`src/ewc_pkg.sv`:
```
// ewc_pkg: register map, field positions, reset values and states of the wake-event control block
// assumes: included by every ewc file but the ewc_frame_if interface; 32-bit AHB-Lite register bus, device clock only
//
// What this block does
// - PHY status bit set plus PHY wake enable raises a wake event at once in any state but two.
// - PHY pending status bit cannot clear while the PHY interrupt stays high.
// - MAC pending status bit set raises a wake event with LAN wake on outside state two, or with filter wake in state three.
// - MAC pending status bit cannot clear while the MAC wake event stays high.
// - With PHY wake enabled, the unmasked PHY interrupt is the link-change wake source.
// - Link-change wake signals remote wake, returns to normal, records link change.
// - Good-frame wake needs an uncorrupted frame passing the enabled receive filters.
// - After a good-frame wake every later good frame passing the enabled filters is written to the FIFO.
// - The waking frame is stored only when keep-wake-frame is set.
// - Suspend select value 11b decodes as low-power state three.
// - Any enabled wake in state three returns to normal, signals, and records cause unless it is a MAC wake event with LAN wake off.
// - The stored waking frame carries a wake-frame flag in its status word.
// - Wake frame need not be first in FIFO; driver uses the per-frame flag.
// - Frames after the wake frame still need filter pass and good FCS.
// - Bypass bit stores wake frames without applying the receive filters.
package ewc_pkg;

   // register byte offsets
   localparam logic [11:0] PMC_OFFSET  = 12'h000;   // power_mgmt_control
   localparam logic [11:0] WCS1_OFFSET = 12'h004;   // wake_ctrl_status_one
   localparam logic [11:0] RFC_OFFSET  = 12'h008;   // rx_filter_control
   localparam logic [11:0] WSR_OFFSET  = 12'h00C;   // wake_source_register

   // power_mgmt_control fields
   localparam int PMC_PHY_WAKE_ENABLE  = 0;
   localparam int PMC_LAN_WAKE_EN  = 1;
   localparam int PMC_WPS_LO       = 4;   // wake_pending_status [5:4], write one to clear
   localparam int PMC_SUSP_SEL_LO  = 8;   // suspend select [9:8]
   localparam int PMC_CUR_STATE_LO = 12;  // current low-power state [13:12], read only
   localparam int PMC_SUSPENDED    = 14;  // read only

   // wake_ctrl_status_one fields
   localparam int WCS1_FILTER_WAKE_EN = 0;
   localparam int WCS1_KEEP_WAKE      = 1;

   // rx_filter_control fields
   localparam int RFC_BYPASS_WAKE = 0;
   localparam int RFC_FILTER_EN_LO = 8;

   // wake_source_register fields
   localparam int WSR_LINK_CHANGE = 0;
   localparam int WSR_GOOD_FRAME  = 1;
   localparam int WSR_PATTERN     = 2;
   localparam int WSR_WIDTH       = 3;

   // suspend select encodings
   localparam logic [1:0] SUSP_ZERO  = 2'h0;
   localparam logic [1:0] SUSP_ONE   = 2'h1;
   localparam logic [1:0] SUSP_TWO   = 2'h2;
   localparam logic [1:0] SUSP_THREE = 2'h3;

   // reset values
   localparam logic [1:0] SUSP_SEL_RESET = 2'h0;
   localparam logic [31:0] WORD_ZERO     = 32'h0000_0000;

   // bus constants
   localparam logic [1:0] HTRANS_NONSEQ = 2'h2;
   localparam logic [2:0] HSIZE_WORD    = 3'h2;
   localparam logic       HRESP_OKAY    = 1'b0;

   typedef enum logic {EWC_NORMAL, EWC_SUSPENDED} ewc_power_t;

   // sticky flag update: a set in the same cycle beats the clear
   function automatic logic [WSR_WIDTH-1:0] ewc_sticky(input logic [WSR_WIDTH-1:0] cur,
                                                       input logic [WSR_WIDTH-1:0] set,
                                                       input logic [WSR_WIDTH-1:0] clr);
      ewc_sticky = set | (cur & ~clr);
   endfunction

endpackage

```
`src/ewc_frame_if.sv`:
```
// ewc_frame_if: received-frame facts and storage decisions between control and frame gate
// assumes: frame facts are valid in the cycle of frameEnd
`timescale 1ns/1ps
`default_nettype none
interface ewc_frame_if #(parameter int NUM_FILTERS = 4);
   logic                   frameEnd;
   logic                   frameGood;
   logic [NUM_FILTERS-1:0] filterHits;
   logic                   isWakeFrame;
   logic [NUM_FILTERS-1:0] filterEnMask;
   logic                   bypassWake;
   logic                   keepWake;
   logic                   goodArmed;
   logic                   patternArmed;
   logic                   suspended;
   logic                   goodFrameHit;
   logic                   patternHit;
   logic                   storeFrame;
   logic                   markWake;

   modport gate (input frameEnd, frameGood, filterHits, isWakeFrame, filterEnMask, bypassWake,
                 keepWake, goodArmed, patternArmed, suspended,
                 output goodFrameHit, patternHit, storeFrame, markWake);
   modport ctrl (output frameEnd, frameGood, filterHits, isWakeFrame, filterEnMask, bypassWake,
                 keepWake, goodArmed, patternArmed, suspended,
                 input goodFrameHit, patternHit, storeFrame, markWake);
endinterface
`default_nettype wire

```
`src/ewc_frame_gate.sv`:
```
// ewc_frame_gate: decides whether a received frame wakes the device and whether it is stored
// assumes: purely combinational; caller registers the results
`timescale 1ns/1ps
`default_nettype none
module ewc_frame_gate
   import ewc_pkg::*;
(
   ewc_frame_if.gate fr
);
   wire filterPass;
   wire goodEnd;
   wire goodWake;
   wire patWake;
   wire wakeFrame;
   wire wakeStore;
   wire normalStore;

   assign filterPass  = |(fr.filterHits & fr.filterEnMask);
   assign goodEnd     = fr.frameEnd & fr.frameGood;
   assign goodWake    = goodEnd & filterPass & fr.goodArmed & fr.suspended;
   assign patWake     = goodEnd & fr.isWakeFrame & fr.patternArmed & fr.suspended;
   assign wakeFrame   = goodWake | patWake;
   // wake frame kept only on request; bypass skips the filters for it
   assign wakeStore   = wakeFrame & fr.keepWake & (fr.bypassWake | filterPass);
   // once awake, every good frame passing the filters goes to the fifo
   assign normalStore = goodEnd & filterPass & ~fr.suspended;

   assign fr.goodFrameHit = goodWake;
   assign fr.patternHit   = patWake;
   assign fr.storeFrame   = wakeStore | normalStore;
   assign fr.markWake     = wakeStore;
endmodule
`default_nettype wire

```
`src/ewc_wake_ctrl.sv`:
```
// ewc_wake_ctrl: wake-event control with AHB-Lite register slave, suspend state and fifo marking
// assumes: inputs synchronous to clock; one AHB-Lite master; zero-wait slave while clockEn high
`timescale 1ns/1ps
`default_nettype none
module ewc_wake_ctrl
   import ewc_pkg::*;
#(
   parameter int NUM_FILTERS = 4
)
(
   input  wire logic                   clock,
   input  wire logic                   sys_rst,
   input  wire logic                   clockEn,
   // ahb-lite slave
   input  wire logic                   hsel,
   input  wire logic [11:0]            haddr,
   input  wire logic [1:0]             htrans,
   input  wire logic                   hwrite,
   input  wire logic [2:0]             hsize,
   input  wire logic [31:0]            hwdata,
   input  wire logic                   hready,
   output logic                        hreadyout,
   output logic                        hresp,
   output logic [31:0]                 hrdata,
   // usb device side
   input  wire logic                   usbSuspend,
   input  wire logic                   usbResume,
   output logic                        remoteWake,
   output logic                        suspendedOut,
   output logic [1:0]                  lowPowerState,
   // wake sources
   input  wire logic                   phyIrq,
   input  wire logic                   macWakeEvent,
   // receive path
   input  wire logic                   rxFrameEnd,
   input  wire logic                   rxFrameGood,
   input  wire logic [NUM_FILTERS-1:0] rxFilterHits,
   input  wire logic                   rxIsWakeFrame,
   output logic                        fifoWrite,
   output logic                        fifoWakeFlag
);

   if (NUM_FILTERS < 1 || NUM_FILTERS > 8) begin : g_bad_filters
      $error("NUM_FILTERS must be 1 to 8");
   end

   ////////////////////////////////////////////////////////////////////////////////
   // registers and state

   logic                   phyWakeEn_reg;
   logic                   lanWakeEn_reg;
   logic [1:0]             wakePendingStatus_reg;
   logic [1:0]             suspSel_reg;
   logic                   filterWakeEn_reg;
   logic                   keepWake_reg;
   logic                   bypassWake_reg;
   logic [NUM_FILTERS-1:0] filterEn_reg;
   logic [WSR_WIDTH-1:0]   wakeSource_reg;
   ewc_power_t             power_reg;
   ewc_power_t             power_next;
   logic [1:0]             lowPower_reg;
   logic                   remoteWake_reg;
   logic                   fifoWrite_reg;
   logic                   fifoWakeFlag_reg;

   // bus data phase bookkeeping
   logic                   wrPend_reg;
   logic [11:0]            wrAddr_reg;
   logic [31:0]            rdata_reg;
   logic [31:0]            rdata_next;

   ewc_frame_if #(.NUM_FILTERS(NUM_FILTERS)) frm ();

   ewc_frame_gate u_gate (
      .fr (frm)
   );

   ////////////////////////////////////////////////////////////////////////////////
   // bus decode

   wire addrPhase;
   wire doWrite;
   wire selPmc;
   wire selWcs1;
   wire selRfc;
   wire selWsr;

   assign addrPhase = clockEn & hsel & hready & (htrans == HTRANS_NONSEQ) & (hsize == HSIZE_WORD);
   assign doWrite   = clockEn & wrPend_reg;
   assign selPmc    = (wrAddr_reg == PMC_OFFSET);
   assign selWcs1   = (wrAddr_reg == WCS1_OFFSET);
   assign selRfc    = (wrAddr_reg == RFC_OFFSET);
   assign selWsr    = (wrAddr_reg == WSR_OFFSET);

   // stall the master while the clock enable freezes the block
   assign hreadyout = clockEn;
   assign hresp     = HRESP_OKAY;
   assign hrdata    = rdata_reg;

   ////////////////////////////////////////////////////////////////////////////////
   // wake decisions

   wire [1:0] wpsClearReq;
   wire [1:0] wpsSet;
   wire [1:0] wpsHold;
   wire [1:0] wpsClear;
   wire       macArmed;
   wire       phyWakeReq;
   wire       macWakeReq;
   wire       inStateThree;
   wire       inStateTwo;
   wire       phyAllowed;
   wire       macAllowed;
   wire       wakeNow;
   wire [WSR_WIDTH-1:0] srcSet;
   wire [WSR_WIDTH-1:0] srcClear;

   assign wpsClearReq = (doWrite & selPmc) ? hwdata[PMC_WPS_LO +: 2] : 2'h0;
   assign wpsSet      = {macWakeEvent | frm.goodFrameHit | frm.patternHit, phyIrq};
   // a live source holds its pending bit against software clears
   assign wpsHold     = {macWakeEvent, phyIrq};
   assign wpsClear    = wpsClearReq & ~wpsHold;

   assign macArmed     = lanWakeEn_reg | filterWakeEn_reg;
   assign phyWakeReq   = phyWakeEn_reg & wakePendingStatus_reg[0];
   assign macWakeReq   = macArmed & wakePendingStatus_reg[1];
   assign inStateThree = (lowPower_reg == SUSP_THREE);
   assign inStateTwo   = (lowPower_reg == SUSP_TWO);
   // link change and pattern wake are refused only in state two
   assign phyAllowed   = ~inStateTwo;
   assign macAllowed   = ~inStateTwo & (lanWakeEn_reg | inStateThree);
   assign wakeNow      = (power_reg == EWC_SUSPENDED) &
                         ((phyWakeReq & phyAllowed) | (macWakeReq & macAllowed));

   assign srcSet[WSR_LINK_CHANGE] = wakeNow & phyWakeReq & phyAllowed;
   assign srcSet[WSR_GOOD_FRAME]  = frm.goodFrameHit;
   assign srcSet[WSR_PATTERN]     = frm.patternHit | (wakeNow & macWakeReq & macAllowed & lanWakeEn_reg);
   assign srcClear = (doWrite & selWsr) ? hwdata[WSR_WIDTH-1:0] : '0;

   ////////////////////////////////////////////////////////////////////////////////
   // frame gate hookup

   assign frm.frameEnd     = rxFrameEnd & clockEn;
   assign frm.frameGood    = rxFrameGood;
   assign frm.filterHits   = rxFilterHits;
   assign frm.isWakeFrame  = rxIsWakeFrame;
   assign frm.filterEnMask = filterEn_reg;
   assign frm.bypassWake   = bypassWake_reg;
   assign frm.keepWake     = keepWake_reg;
   // good-frame wake needs filter wake with lan wake off, in state three
   assign frm.goodArmed    = filterWakeEn_reg & ~lanWakeEn_reg & inStateThree;
   assign frm.patternArmed = lanWakeEn_reg & ~inStateTwo;
   assign frm.suspended    = (power_reg == EWC_SUSPENDED);

   ////////////////////////////////////////////////////////////////////////////////
   // power state machine

   always_comb begin
      power_next = power_reg;
      case (power_reg)
         EWC_NORMAL: begin
            if (usbSuspend) begin
               power_next = EWC_SUSPENDED;
            end
         end
         EWC_SUSPENDED: begin
            if (wakeNow || usbResume) begin
               power_next = EWC_NORMAL;
            end
         end
         default: begin
            power_next = EWC_NORMAL;
         end
      endcase
   end

   always_ff @(posedge clock or posedge sys_rst) begin
      if (sys_rst) begin
         power_reg      <= EWC_NORMAL;
         lowPower_reg   <= SUSP_SEL_RESET;
         remoteWake_reg <= 1'b0;
      end else if (clockEn) begin
         power_reg      <= power_next;
         remoteWake_reg <= wakeNow;
         if (power_reg == EWC_NORMAL && usbSuspend) begin
            lowPower_reg <= suspSel_reg;
         end
      end
   end

   ////////////////////////////////////////////////////////////////////////////////
   // sticky status

   always_ff @(posedge clock or posedge sys_rst) begin
      if (sys_rst) begin
         wakePendingStatus_reg <= 2'h0;
         wakeSource_reg        <= '0;
      end else if (clockEn) begin
         wakePendingStatus_reg <= wpsSet | (wakePendingStatus_reg & ~wpsClear);
         wakeSource_reg        <= ewc_sticky(wakeSource_reg, srcSet, srcClear);
      end
   end

   ////////////////////////////////////////////////////////////////////////////////
   // control register writes

   always_ff @(posedge clock or posedge sys_rst) begin
      if (sys_rst) begin
         phyWakeEn_reg    <= 1'b0;
         lanWakeEn_reg    <= 1'b0;
         suspSel_reg      <= SUSP_SEL_RESET;
         filterWakeEn_reg <= 1'b0;
         keepWake_reg     <= 1'b0;
         bypassWake_reg   <= 1'b0;
         filterEn_reg     <= '0;
      end else if (doWrite) begin
         if (selPmc) begin
            phyWakeEn_reg <= hwdata[PMC_PHY_WAKE_ENABLE];
            lanWakeEn_reg <= hwdata[PMC_LAN_WAKE_EN];
            suspSel_reg   <= hwdata[PMC_SUSP_SEL_LO +: 2];
         end
         if (selWcs1) begin
            filterWakeEn_reg <= hwdata[WCS1_FILTER_WAKE_EN];
            keepWake_reg     <= hwdata[WCS1_KEEP_WAKE];
         end
         if (selRfc) begin
            bypassWake_reg <= hwdata[RFC_BYPASS_WAKE];
            filterEn_reg   <= hwdata[RFC_FILTER_EN_LO +: NUM_FILTERS];
         end
      end
   end

   ////////////////////////////////////////////////////////////////////////////////
   // bus phases and read data

   always_comb begin
      rdata_next = WORD_ZERO;
      case (haddr)
         PMC_OFFSET: begin
            rdata_next[PMC_PHY_WAKE_ENABLE]        = phyWakeEn_reg;
            rdata_next[PMC_LAN_WAKE_EN]        = lanWakeEn_reg;
            rdata_next[PMC_WPS_LO +: 2]        = wakePendingStatus_reg;
            rdata_next[PMC_SUSP_SEL_LO +: 2]   = suspSel_reg;
            rdata_next[PMC_CUR_STATE_LO +: 2]  = lowPower_reg;
            rdata_next[PMC_SUSPENDED]          = (power_reg == EWC_SUSPENDED);
         end
         WCS1_OFFSET: begin
            rdata_next[WCS1_FILTER_WAKE_EN] = filterWakeEn_reg;
            rdata_next[WCS1_KEEP_WAKE]      = keepWake_reg;
         end
         RFC_OFFSET: begin
            rdata_next[RFC_BYPASS_WAKE]               = bypassWake_reg;
            rdata_next[RFC_FILTER_EN_LO +: NUM_FILTERS] = filterEn_reg;
         end
         WSR_OFFSET: begin
            rdata_next[WSR_WIDTH-1:0] = wakeSource_reg;
         end
         default: begin
            rdata_next = WORD_ZERO;
         end
      endcase
   end

   always_ff @(posedge clock or posedge sys_rst) begin
      if (sys_rst) begin
         wrPend_reg <= 1'b0;
         wrAddr_reg <= 12'h000;
         rdata_reg  <= WORD_ZERO;
      end else if (clockEn) begin
         wrPend_reg <= addrPhase & hwrite;
         if (addrPhase) begin
            wrAddr_reg <= haddr;
            rdata_reg  <= hwrite ? WORD_ZERO : rdata_next;
         end
      end
   end

   ////////////////////////////////////////////////////////////////////////////////
   // fifo write strobe with wake-frame flag

   always_ff @(posedge clock or posedge sys_rst) begin
      if (sys_rst) begin
         fifoWrite_reg    <= 1'b0;
         fifoWakeFlag_reg <= 1'b0;
      end else if (clockEn) begin
         fifoWrite_reg    <= frm.storeFrame;
         fifoWakeFlag_reg <= frm.markWake;
      end
   end

   assign remoteWake    = remoteWake_reg;
   assign suspendedOut  = (power_reg == EWC_SUSPENDED);
   assign lowPowerState = lowPower_reg;
   assign fifoWrite     = fifoWrite_reg;
   assign fifoWakeFlag  = fifoWakeFlag_reg;

endmodule
`default_nettype wire

```
`config.mk`:
```
export PLATFORM = sky130hd
export DESIGN_NAME = ewc_wake_ctrl
export DESIGN_NICKNAME = d
export VERILOG_FILES = /design/src/ewc_pkg.sv /design/src/ewc_frame_if.sv /design/src/ewc_frame_gate.sv /design/src/ewc_wake_ctrl.sv
export SDC_FILE = /design/constraint.sdc
export NUM_CORES = 1
export LEC_CHECK = 0
export BUFFER_PORTS_ARGS = -buffer_cell sky130_fd_sc_hd__buf_2
export CAP_MARGIN = 20
export CORE_ASPECT_RATIO = 1.5
export CORE_MARGIN = 8
export CORE_UTILIZATION = 42
export DETAILED_ROUTE_END_ITERATION = 6
export GPL_TIMING_DRIVEN = 0
export HOLD_SLACK_MARGIN = 0.1
export PLACE_DENSITY = 0.82
export SYNTH_ARGS = -nofsm -noshare
export SYNTH_HDL_FRONTEND = slang
export SYNTH_SLANG_ARGS = --single-unit
```
`constraint.sdc`:
```
create_clock -name clock -period 1.95 [get_ports clock]
set_input_delay 0.4875 -clock clock [delete_from_list [all_inputs] [get_ports clock]]
set_output_delay 0.4875 -clock clock [all_outputs]
set_load 0.005 [all_outputs]
```
==> results of run 1 <==
cells by family after synthesis:
group                  share of synthesized area
AOI/OAI and AO/OA                          0.119
buffers and inverters                     0.0971
DFF                                        0.516
muxes                                      0.153
other                                    0.00164
and+or+nand+nor                            0.114
timing repair:
action,4_1_cts,5_1_grt
pin swaps,4,1
gates resized for setup,3,3
endpoints found under the setup margin,9,17
gates cloned,0,0
buffers inserted,4,1
routing by layer:
layer | wire length (um) | vias up | part of all wire | global-route usage
li1 | - | 844 | - | -
met1 | 2080 | 866 | 0.36 | 0.150
met2 | 3090 | 67 | 0.54 | 0.254
met3 | 348 | 12 | 0.061 | 0.0431
met4 | 184 | 0 | 0.032 | 0.0953
met5 | 0 | - | 0 | 0
layout by cell type (no fill, tap or decap), types with 2 or more instances in the layout:
cell type,n
a21o_1,4
o21ai_0,5
clkbuf_1,5
dfrtp_1,47
nor4_2,2
nand3_1,3
o31ai_1,4
a22o_1,7
nor3_1,2
nor4_1,4
o211ai_1,2
nand4_1,2
nand3b_1,2
buf_4,27
a32o_1,2
o2bb2ai_1,3
mux2i_1,3
mux2_4,4
buf_2,59
mux2_2,21
nor2_1,4
clkbuf_8,5
conb_1,21
clkinvlp_4,2
inv_1,5
nand2_1,15
nand4b_1,2
or4_4,2
final timing paths:
check	startpoint	endpoint	depth (start not counted)
max in group asynchronous	sys_rst	hrdata[11]	3
worst max-delay path	wrAddr_reg[11]	suspSel_reg[1]	3
worst min register to register	hrdata[1]	hrdata[1]	2
worst min-delay path	sys_rst	wrAddr_reg[0]	2
min in group clock	phyIrq	wakePendingStatus_reg[0]	3
worst max register to register	wrAddr_reg[11]	suspSel_reg[1]	3
worst max-delay path: stages, from the launching register on:
cell and delay (ns):
dfrtp_1 0.38, or4_4 0.54, or4b_4 0.62, mux2_4 0.32
cell type report:
| class | count | area [um^2] | area share |
|---|---|---|---|
| multi-input combinational | 130 | 977 | 0.337 |
| clock inverter | 3 | 23.8 | 0.00820 |
| clock buffer | 5 | 68.8 | 0.0237 |
| inverter | 6 | 22.5 | 0.00777 |
| sequential | 47 | 1180 | 0.406 |
| buffer | 28 | 189 | 0.0652 |
| tap | 70 | 87.6 | 0.0302 |
| timing repair buffer | 65 | 353 | 0.122 |
metrics by stage:
stage	util	worst slack (ns)
after floorplan	-	-0.0303
after global placement	0.510	-0.261
after detailed placement	0.514	-0.299
after CTS	0.537	-0.0263
after global routing	0.540	-0.0485
final	0.540	-0.0127
power by group:
part	internal [mW]	leakage, nW	switching (mW)
registers	1.02	0.636	0.0440
logic	0.151	0.850	0.121
clock network	0.256	0.0408	0.347
==> out/qor.txt, run 1 <==
DR vias/cell - 5.05
Crit path arrival time - 2.16 ns
post-synthesis sequential area ratio - 0.516
largest cells by area after synthesis - dfrtp_1 (52%), mux2_2 (10%), buf_4 (7.2%)
Hold Crit Class - in -> async
#FFs+latches synth - 47
FF-to-FF setup slack - -0.01 ns
Mapped Area - 0.00228 mm^2
Iteration-0 DRC Markers - 94
initial antenna violation count - 0
largest net degree at the start of global routing - 32
ant diodes - 0
CP max FO - 5
min setup slack post-route - -0.0127 ns
P per Cell Area - 670 mW/mm^2
Initial Utilization - 0.425
Mapped Avg Cell Area - 11.9 um^2
area grow syn2layout - 27.1%
GPL Wtd Cong - 0.804
I/O pin count - 106
VDD IR max - 0.000469 V
synth unique cells - 42
ratio of cells with drive above 1 in the final layout - 0.451
crit path kind - reg -> reg
Synth top area share - 0.516
Layout Skew - 0.00783 ns
Crit. End Element - register
cells after synthesis - 192
required time worst endpoint - 2.15 ns
CTS Hold Bufs - 0
total CTS buffers - 5
CTS max path bufs - 2
Die Width - 76.2 um
antenna-violating nets left - 0
CORE AREA - 0.00537 mm^2
drt total wl - 5.71 mm
worst slew pin tran - 0.557 ns
RSZ-0062 raised after global routing - yes
Reg clk slew, reported paths - 0.09 ns
Clock Latency Late Sink - 0.31 ns
Post-Place Cell Area - 0.00276 mm^2
Leak Pwr - 1.53 nW
status - finished, violations left
Root Driver - clkbuf_8
# placed instances - 342
setup violators final - 4
Avg WL per Cell - 16.1 um
first-pass iteration count of the detailed router - 4
Port Buffer Count - 59
Post-synth top cells - dfrtp_1 (47), buf_4 (22), mux2_2 (21)
Non-Filler Instances - 354
design area - 0.00290 mm^2
power consumption - 1.94 mW
NumNets Final - 349
vias in the first global route - 1933
grt ovf - 0
CTS tree - yes
post-layout min period - 1.96 ns
final period utilization - 1.01
clock sink count - 47
top-count cell post-synth - dfrtp_1
max_slew headroom - 0.626
Rows - 33
max-cap viol count - 0
Post-synth EDFFs - 0
Min Hold Slack - 0.151 ns
total number of H-tree levels - 2
failing checks - setup timing
Hold Vio Cnt, Final - 0
CP startpoint kind - register
Most used DFF post-synth - dfrtp_1
number of warning messages in the yosys log - 0
# fillers - 501
top cell type by total area after synthesis - dfrtp_1
total negative setup slack - -0.0321 ns
die height - 106 um
fin. max-slew vios - 0
Die ar. - 0.00809 mm^2
post-DP HPWL - 4.58 mm
Fmax - 0.509 GHz
Post-synth ARST share - 1.00
DR vias - 1789
first-pass GRT wire length - 9.58 mm
DRC - 0
GRT Total Usage - 0.146
No activity file was read; power rests on OpenSTA's default activity.
==> run 2: changes to the inputs <==
==> constraint.sdc (replaced) <==
create_clock -name clock -period 1.7 [get_ports clock]
set_input_delay 0.425 -clock clock [delete_from_list [all_inputs] [get_ports clock]]
set_output_delay 0.425 -clock clock [all_outputs]
set_load 0.005 [all_outputs]
==> out/qor.txt, run 2 (synthesis results as in run 1) <==
Rows - 33 (unchanged)
total CTS buffers - 5 (unchanged)
CP max FO - 5 (unchanged)
ant diodes - 0 (unchanged)
drt total wl - 5.97 mm (was 5.71 mm)
commonest non-fill, non-tap cells in the layout - buf_2 (60), dfrtp_1 (47), buf_4 (27), mux2_2 (21), conb_1 (21) (was buf_2 (59), dfrtp_1 (47), buf_4 (27), mux2_2 (21), conb_1 (21))
CP startpoint kind - register (unchanged)
Hold Crit Class - in -> reg (was in -> async)
Crit. End Element - register (unchanged)
antenna-violating nets left - 0 (unchanged)
Reg clk slew, reported paths - 0.10 ns (was 0.09 ns)
Critical-path top delay cell - or4b_4 (unchanged)
GPL Wtd Cong - 0.804 (unchanged)
Avg WL per Cell - 16.7 um (was 16.1 um)
max-cap viol count - 0 (unchanged)
Crit path arrival time - 2.20 ns (was 2.16 ns)
Place WS - -0.487 ns (was -0.299 ns)
failing checks - setup timing (unchanged)
CTS tree - yes (unchanged)
final period utilization - 1.17 (was 1.01)
CORE AREA - 0.00537 mm^2 (unchanged)
crit path cell chain - or4_4 > or4b_4 > mux2_4 (unchanged)
crit path kind - reg -> reg (unchanged)
first-pass iteration count of the detailed router - 4 (unchanged)
Leak Pwr - 1.56 nW (was 1.53 nW)
DRC - 0 (unchanged)
DR vias/cell - 5.11 (was 5.05)
required time worst endpoint - 1.90 ns (was 2.15 ns)
most common cell after layout, fill and taps aside - buf_2 (unchanged)
P per Cell Area - 758 mW/mm^2 (was 670 mW/mm^2)
post-DP HPWL - 4.58 mm (unchanged)
Root Driver - clkbuf_8 (unchanged)
Die Width - 76.2 um (unchanged)
max_slew headroom - 0.594 (was 0.626)
NumNets Final - 353 (was 349)
grt ovf - 0 (unchanged)
post-layout min period - 2.00 ns (was 1.96 ns)
total number of H-tree levels - 2 (unchanged)
setup violators final - 16 (was 4)
clock sink count - 47 (unchanged)
area grow syn2layout - 31.0% (was 27.1%)
min setup slack post-route - -0.297 ns (was -0.0127 ns)
Die ar. - 0.00809 mm^2 (unchanged)
Clock Latency Late Sink - 0.31 ns (about the same)
Iteration-0 DRC Markers - 100 (was 94)
Slowest Stage Delay on Critical Path - 0.62 ns (about the same)
power consumption - 2.26 mW (was 1.94 mW)
largest net degree at the start of global routing - 32 (unchanged)
status - finished, violations left (unchanged)
VDD IR max - 0.000536 V (was 0.000469 V)
vias in the first global route - 1978 (was 1933)
Fmax - 0.501 GHz (was 0.509 GHz)
GRT Total Usage - 0.150 (was 0.146)
Port Buffer Count - 59 (unchanged)
I/O pin count - 106 (unchanged)
RSZ-0062 raised after global routing - yes (unchanged)
DR vias - 1828 (was 1789)
ratio of cells with drive above 1 in the final layout - 0.472 (was 0.451)
fin. max-slew vios - 0 (unchanged)
total negative setup slack - -2.68 ns (was -0.0321 ns)
die height - 106 um (unchanged)
worst slew pin tran - 0.609 ns (was 0.557 ns)
Initial Utilization - 0.425 (unchanged)
CTS max path bufs - 2 (unchanged)
initial antenna violation count - 0 (unchanged)
Layout Skew - 0.00960 ns (was 0.00783 ns)
Hold Vio Cnt, Final - 0 (unchanged)
first-pass GRT wire length - 9.83 mm (was 9.58 mm)
==> run 2: stage by stage <==
stage	util	hold WS [ns]	area [um^2]	cells
after floorplan	-	0.450	2350	212
after global placement	0.510	0.456	2740	341
after detailed placement	0.514	0.432	2760	342
after CTS	0.548	0.301	2940	355
after global routing	0.556	0.321	2990	358
final	0.556	0.305	2990	358
==> run 2: critical path: cells and delay by family (launching register included) <==
family / cells / cell delay (ns)
flip-flops: 1 / 0.39
AND/OR/NAND/NOR: 2 / 1.18
multiplexers: 1 / 0.32
==> run 2: what timing repair did <==
action	4_1_cts	5_1_grt
hold buffers	1	0
hold endpoints to repair	16	0
pin swaps	7	7
gates resized for setup	12	11
endpoints found under the setup margin	26	29
setup buffers	5	3
==> run 2: power breakdown <==
group          total [mW]  internal, mW  switching [mW]  leakage [nW]
clock network       0.692         0.294           0.398        0.0408
registers            1.22          1.17          0.0527         0.636
logic               0.348         0.191           0.157         0.882
total                2.26          1.66           0.608          1.56
==> run 2: final timing paths <==
path | start | endpoint | slack, ns | depth (start not counted)
max | wrAddr_reg[10] | suspSel_reg[1] | -0.30 | 3
min | phyIrq | wakePendingStatus_reg[0] | 0.30 | 3
max reg2reg | wrAddr_reg[10] | suspSel_reg[1] | -0.30 | 3
min reg2reg | hrdata[1] | hrdata[1] | 0.49 | 2
max in group asynchronous | sys_rst | hrdata[11] | 0.58 | 4
min in group asynchronous | sys_rst | wrAddr_reg[10] | 0.64 | 3
==> run 2: layer usage <==
layer / wire, um / track usage
met5: 0 / 0
met3: 383 / 0.0431
met4: 191 / 0.0967
met2: 3210 / 0.262
met1: 2180 / 0.153
==> run 2: layout make-up <==
class / count / area [um^2]
clock buffers: 5 / 68.8
repair buffers: 69 / 397
well taps: 70 / 87.6
multi-input cells: 130 / 1010
inverters: 6 / 22.5
flip-flops and latches: 47 / 1180
fillers: 479 / 2380
plain buffers: 28 / 198
clock inverters: 3 / 23.8
==> run 3: changes to the inputs <==
--- a/config.mk
+++ b/config.mk
@@ -7,13 +7,14 @@
 export LEC_CHECK = 0
 export BUFFER_PORTS_ARGS = -buffer_cell sky130_fd_sc_hd__buf_2
 export CAP_MARGIN = 20
-export CORE_ASPECT_RATIO = 1.5
+export CELL_PAD_IN_SITES_DETAIL_PLACEMENT = 1
+export CELL_PAD_IN_SITES_GLOBAL_PLACEMENT = 2
 export CORE_MARGIN = 8
-export CORE_UTILIZATION = 42
+export CORE_UTILIZATION = 25
 export DETAILED_ROUTE_END_ITERATION = 6
 export GPL_TIMING_DRIVEN = 0
 export HOLD_SLACK_MARGIN = 0.1
-export PLACE_DENSITY = 0.82
+export PLACE_DENSITY = 0.81
 export SYNTH_ARGS = -nofsm -noshare
 export SYNTH_HDL_FRONTEND = slang
 export SYNTH_SLANG_ARGS = --single-unit
==> out/qor.txt, run 3 (synthesis results as in run 1) <==
Root Driver - clkbuf_8 (unchanged)
most common cell after layout, fill and taps aside - buf_2 (unchanged)
CORE AREA - 0.00902 mm^2 (was 0.00537 mm^2)
Port Buffer Count - 59 (unchanged)
ant diodes - 0 (unchanged)
commonest non-fill, non-tap cells in the layout - buf_2 (59), dfrtp_1 (47), buf_4 (33), conb_1 (21), mux2_2 (20) (was buf_2 (60), dfrtp_1 (47), buf_4 (27), mux2_2 (21), conb_1 (21))
Reg clk slew, reported paths - 0.10 ns (about the same)
CTS tree - yes (unchanged)
DR vias/cell - 4.50 (was 5.11)
vias in the first global route - 2002 (was 1978)
CP max FO - 5 (unchanged)
first-pass iteration count of the detailed router - 4 (unchanged)
initial antenna violation count - 0 (unchanged)
total number of H-tree levels - 2 (unchanged)
antenna-violating nets left - 0 (unchanged)
total CTS buffers - 5 (unchanged)
crit path kind - reg -> reg (unchanged)
first-pass GRT wire length - 10.8 mm (was 9.83 mm)
VDD IR max - 0.000322 V (was 0.000536 V)
failing checks - setup timing (unchanged)
worst r2r dst - phyWakeEn_reg (was suspSel_reg[1])
clock share of power - 0.382 (was 0.306)
Post-Place Cell Area - 0.00281 mm^2 (was 0.00276 mm^2)
setup violators final - 16 (unchanged)
Fmax - 0.498 GHz (was 0.501 GHz)
Util after Layout - 0.344 (was 0.556)
die height - 111 um (was 106 um)
area grow syn2layout - 36.1% (was 31.0%)
Hold Crit Class - in -> async (was in -> reg)
Crit path arrival time - 2.20 ns (about the same)
DR vias - 1812 (was 1828)
post-DP HPWL - 5.22 mm (was 4.58 mm)
Gate power share - 0.144 (was 0.154)
I/O pin count - 106 (unchanged)
min setup slack post-route - -0.308 ns (was -0.297 ns)
P per Cell Area - 830 mW/mm^2 (was 758 mW/mm^2)
status - finished, violations left (unchanged)
CP startpoint kind - register (unchanged)
Rows - 35 (was 33)
final period utilization - 1.18 (was 1.17)
Initial Utilization - 0.253 (was 0.425)
drt total wl - 6.68 mm (was 5.97 mm)
FF-to-FF setup slack - -0.31 ns (was -0.30 ns)
Net Switching - 0.611 mW (was 0.608 mW)
# fillers - 1042 (was 479)
fin. max-slew vios - 0 (unchanged)
Hold Vio Cnt, Final - 0 (unchanged)
grt ovf - 0 (unchanged)
DRC - 0 (unchanged)
Crit. End Element - register (unchanged)
design area - 0.00310 mm^2 (was 0.00299 mm^2)
Pint - 1.97 mW (was 1.66 mW)
GPL Wtd Cong - 0.750 (was 0.804)
Die Width - 111 um (was 76.2 um)
max-cap viol count - 0 (unchanged)
Leak Pwr - 1.60 nW (was 1.56 nW)
GRT Total Usage - 0.107 (was 0.150)
worst slew pin tran - 0.657 ns (was 0.609 ns)
Iteration-0 DRC Markers - 42 (was 100)
ratio of cells with drive above 1 in the final layout - 0.476 (was 0.472)
largest net degree at the start of global routing - 25 (was 32)
max_slew headroom - 0.562 (was 0.594)
worst reg2reg startpoint - wrAddr_reg[8] (was wrAddr_reg[10])
Layout Skew - 0.0117 ns (was 0.00960 ns)
clock sink count - 47 (unchanged)
CTS max path bufs - 2 (unchanged)
RSZ-0062 raised after global routing - yes (unchanged)
Reg power frac - 0.474 (was 0.541)
worst reg2reg path depth - 3 (unchanged)
Avg WL per Cell - 16.6 um (was 16.7 um)
post-layout min period - 2.01 ns (was 2.00 ns)
switching share of total power - 0.237 (was 0.268)
required time worst endpoint - 1.89 ns (was 1.90 ns)
Die ar. - 0.0124 mm^2 (was 0.00809 mm^2)
crit path launch - wrAddr_reg[8] (was wrAddr_reg[10])
Clock Latency Late Sink - 0.31 ns (about the same)
NumNets Final - 357 (was 353)
## run 3: changes by cell type in the layout (fill, tap and decap cells not counted), moves of 2 or more
cell       previous run  this run
buf_6                 4         2
buf_4                27        33
clkbuf_1              3         5
bufinv_16             0         2
## run 3: worst max-delay path, cell delays in order (launching register included)
cell     delay [ns]
dfrtp_1        0.38
or4_4          0.56
or4b_4         0.63
mux2_4         0.32
## run 3: layer usage
layer / vias to the layer above / global-route usage / part of all wire
li1: 860 / - / -
met1: 890 / 0.128 / 0.44
met2: 56 / 0.179 / 0.49
met3: 6 / 0.0333 / 0.059
met4: 0 / 0.0347 / 0.013
met5: - / 0 / 0
## run 3: power groups by stage
stage               clock network [mW]  logic [mW]  registers, mW
floorplan                            0       0.179           1.23
global placement                     0       0.273           1.24
detailed placement                   0       0.288           1.24
CTS                               1.00       0.357           1.22
global route                      1.05       0.406           1.23
finish                           0.985       0.370           1.22
## run 3: what timing repair did
action | 4_1_cts | 5_1_grt
hold buffers | 0 | 0
setup endpoints to repair | 28 | 18
setup buffers | 11 | 2
pin swaps | 8 | 3
endpoints found under the hold margin | 0 | 0
gates resized for setup | 14 | 1
## run 3: area by class of cell
cell class	count	area, um^2	share of cell area
inverters	6	22.5	0.00726
well taps	111	139	0.0448
flip-flops and latches	47	1180	0.379
clock inverters	3	67.6	0.0218
plain buffers	28	191	0.0617
clock buffers	5	68.8	0.0222
multi-input cells	130	1020	0.328
repair buffers	73	420	0.135
## run 3: how the worst max path moves through the flow
stage                          end  cells after the start
global route        suspSel_reg[0]                      3
CTS                 suspSel_reg[1]                      3
global placement        hrdata[13]                      5
floorplan            lanWakeEn_reg                      4
finish               phyWakeEn_reg                      3
detailed placement      hrdata[14]                      5
## run 3: stage by stage
step                      worst slack [ns]  total power, mW  hold slack (ns)  instances  setup TNS (ns)
after floorplan                     -0.280             1.41            0.450        212           -1.30
after global placement              -0.554             1.51            0.460        382          -32.40
after detailed placement            -0.611             1.53            0.468        383          -11.74
after CTS                           -0.294             2.58            0.163        401           -3.34
after global routing                -0.326             2.68            0.185        403           -4.43
final                               -0.308             2.58            0.149        403           -3.51
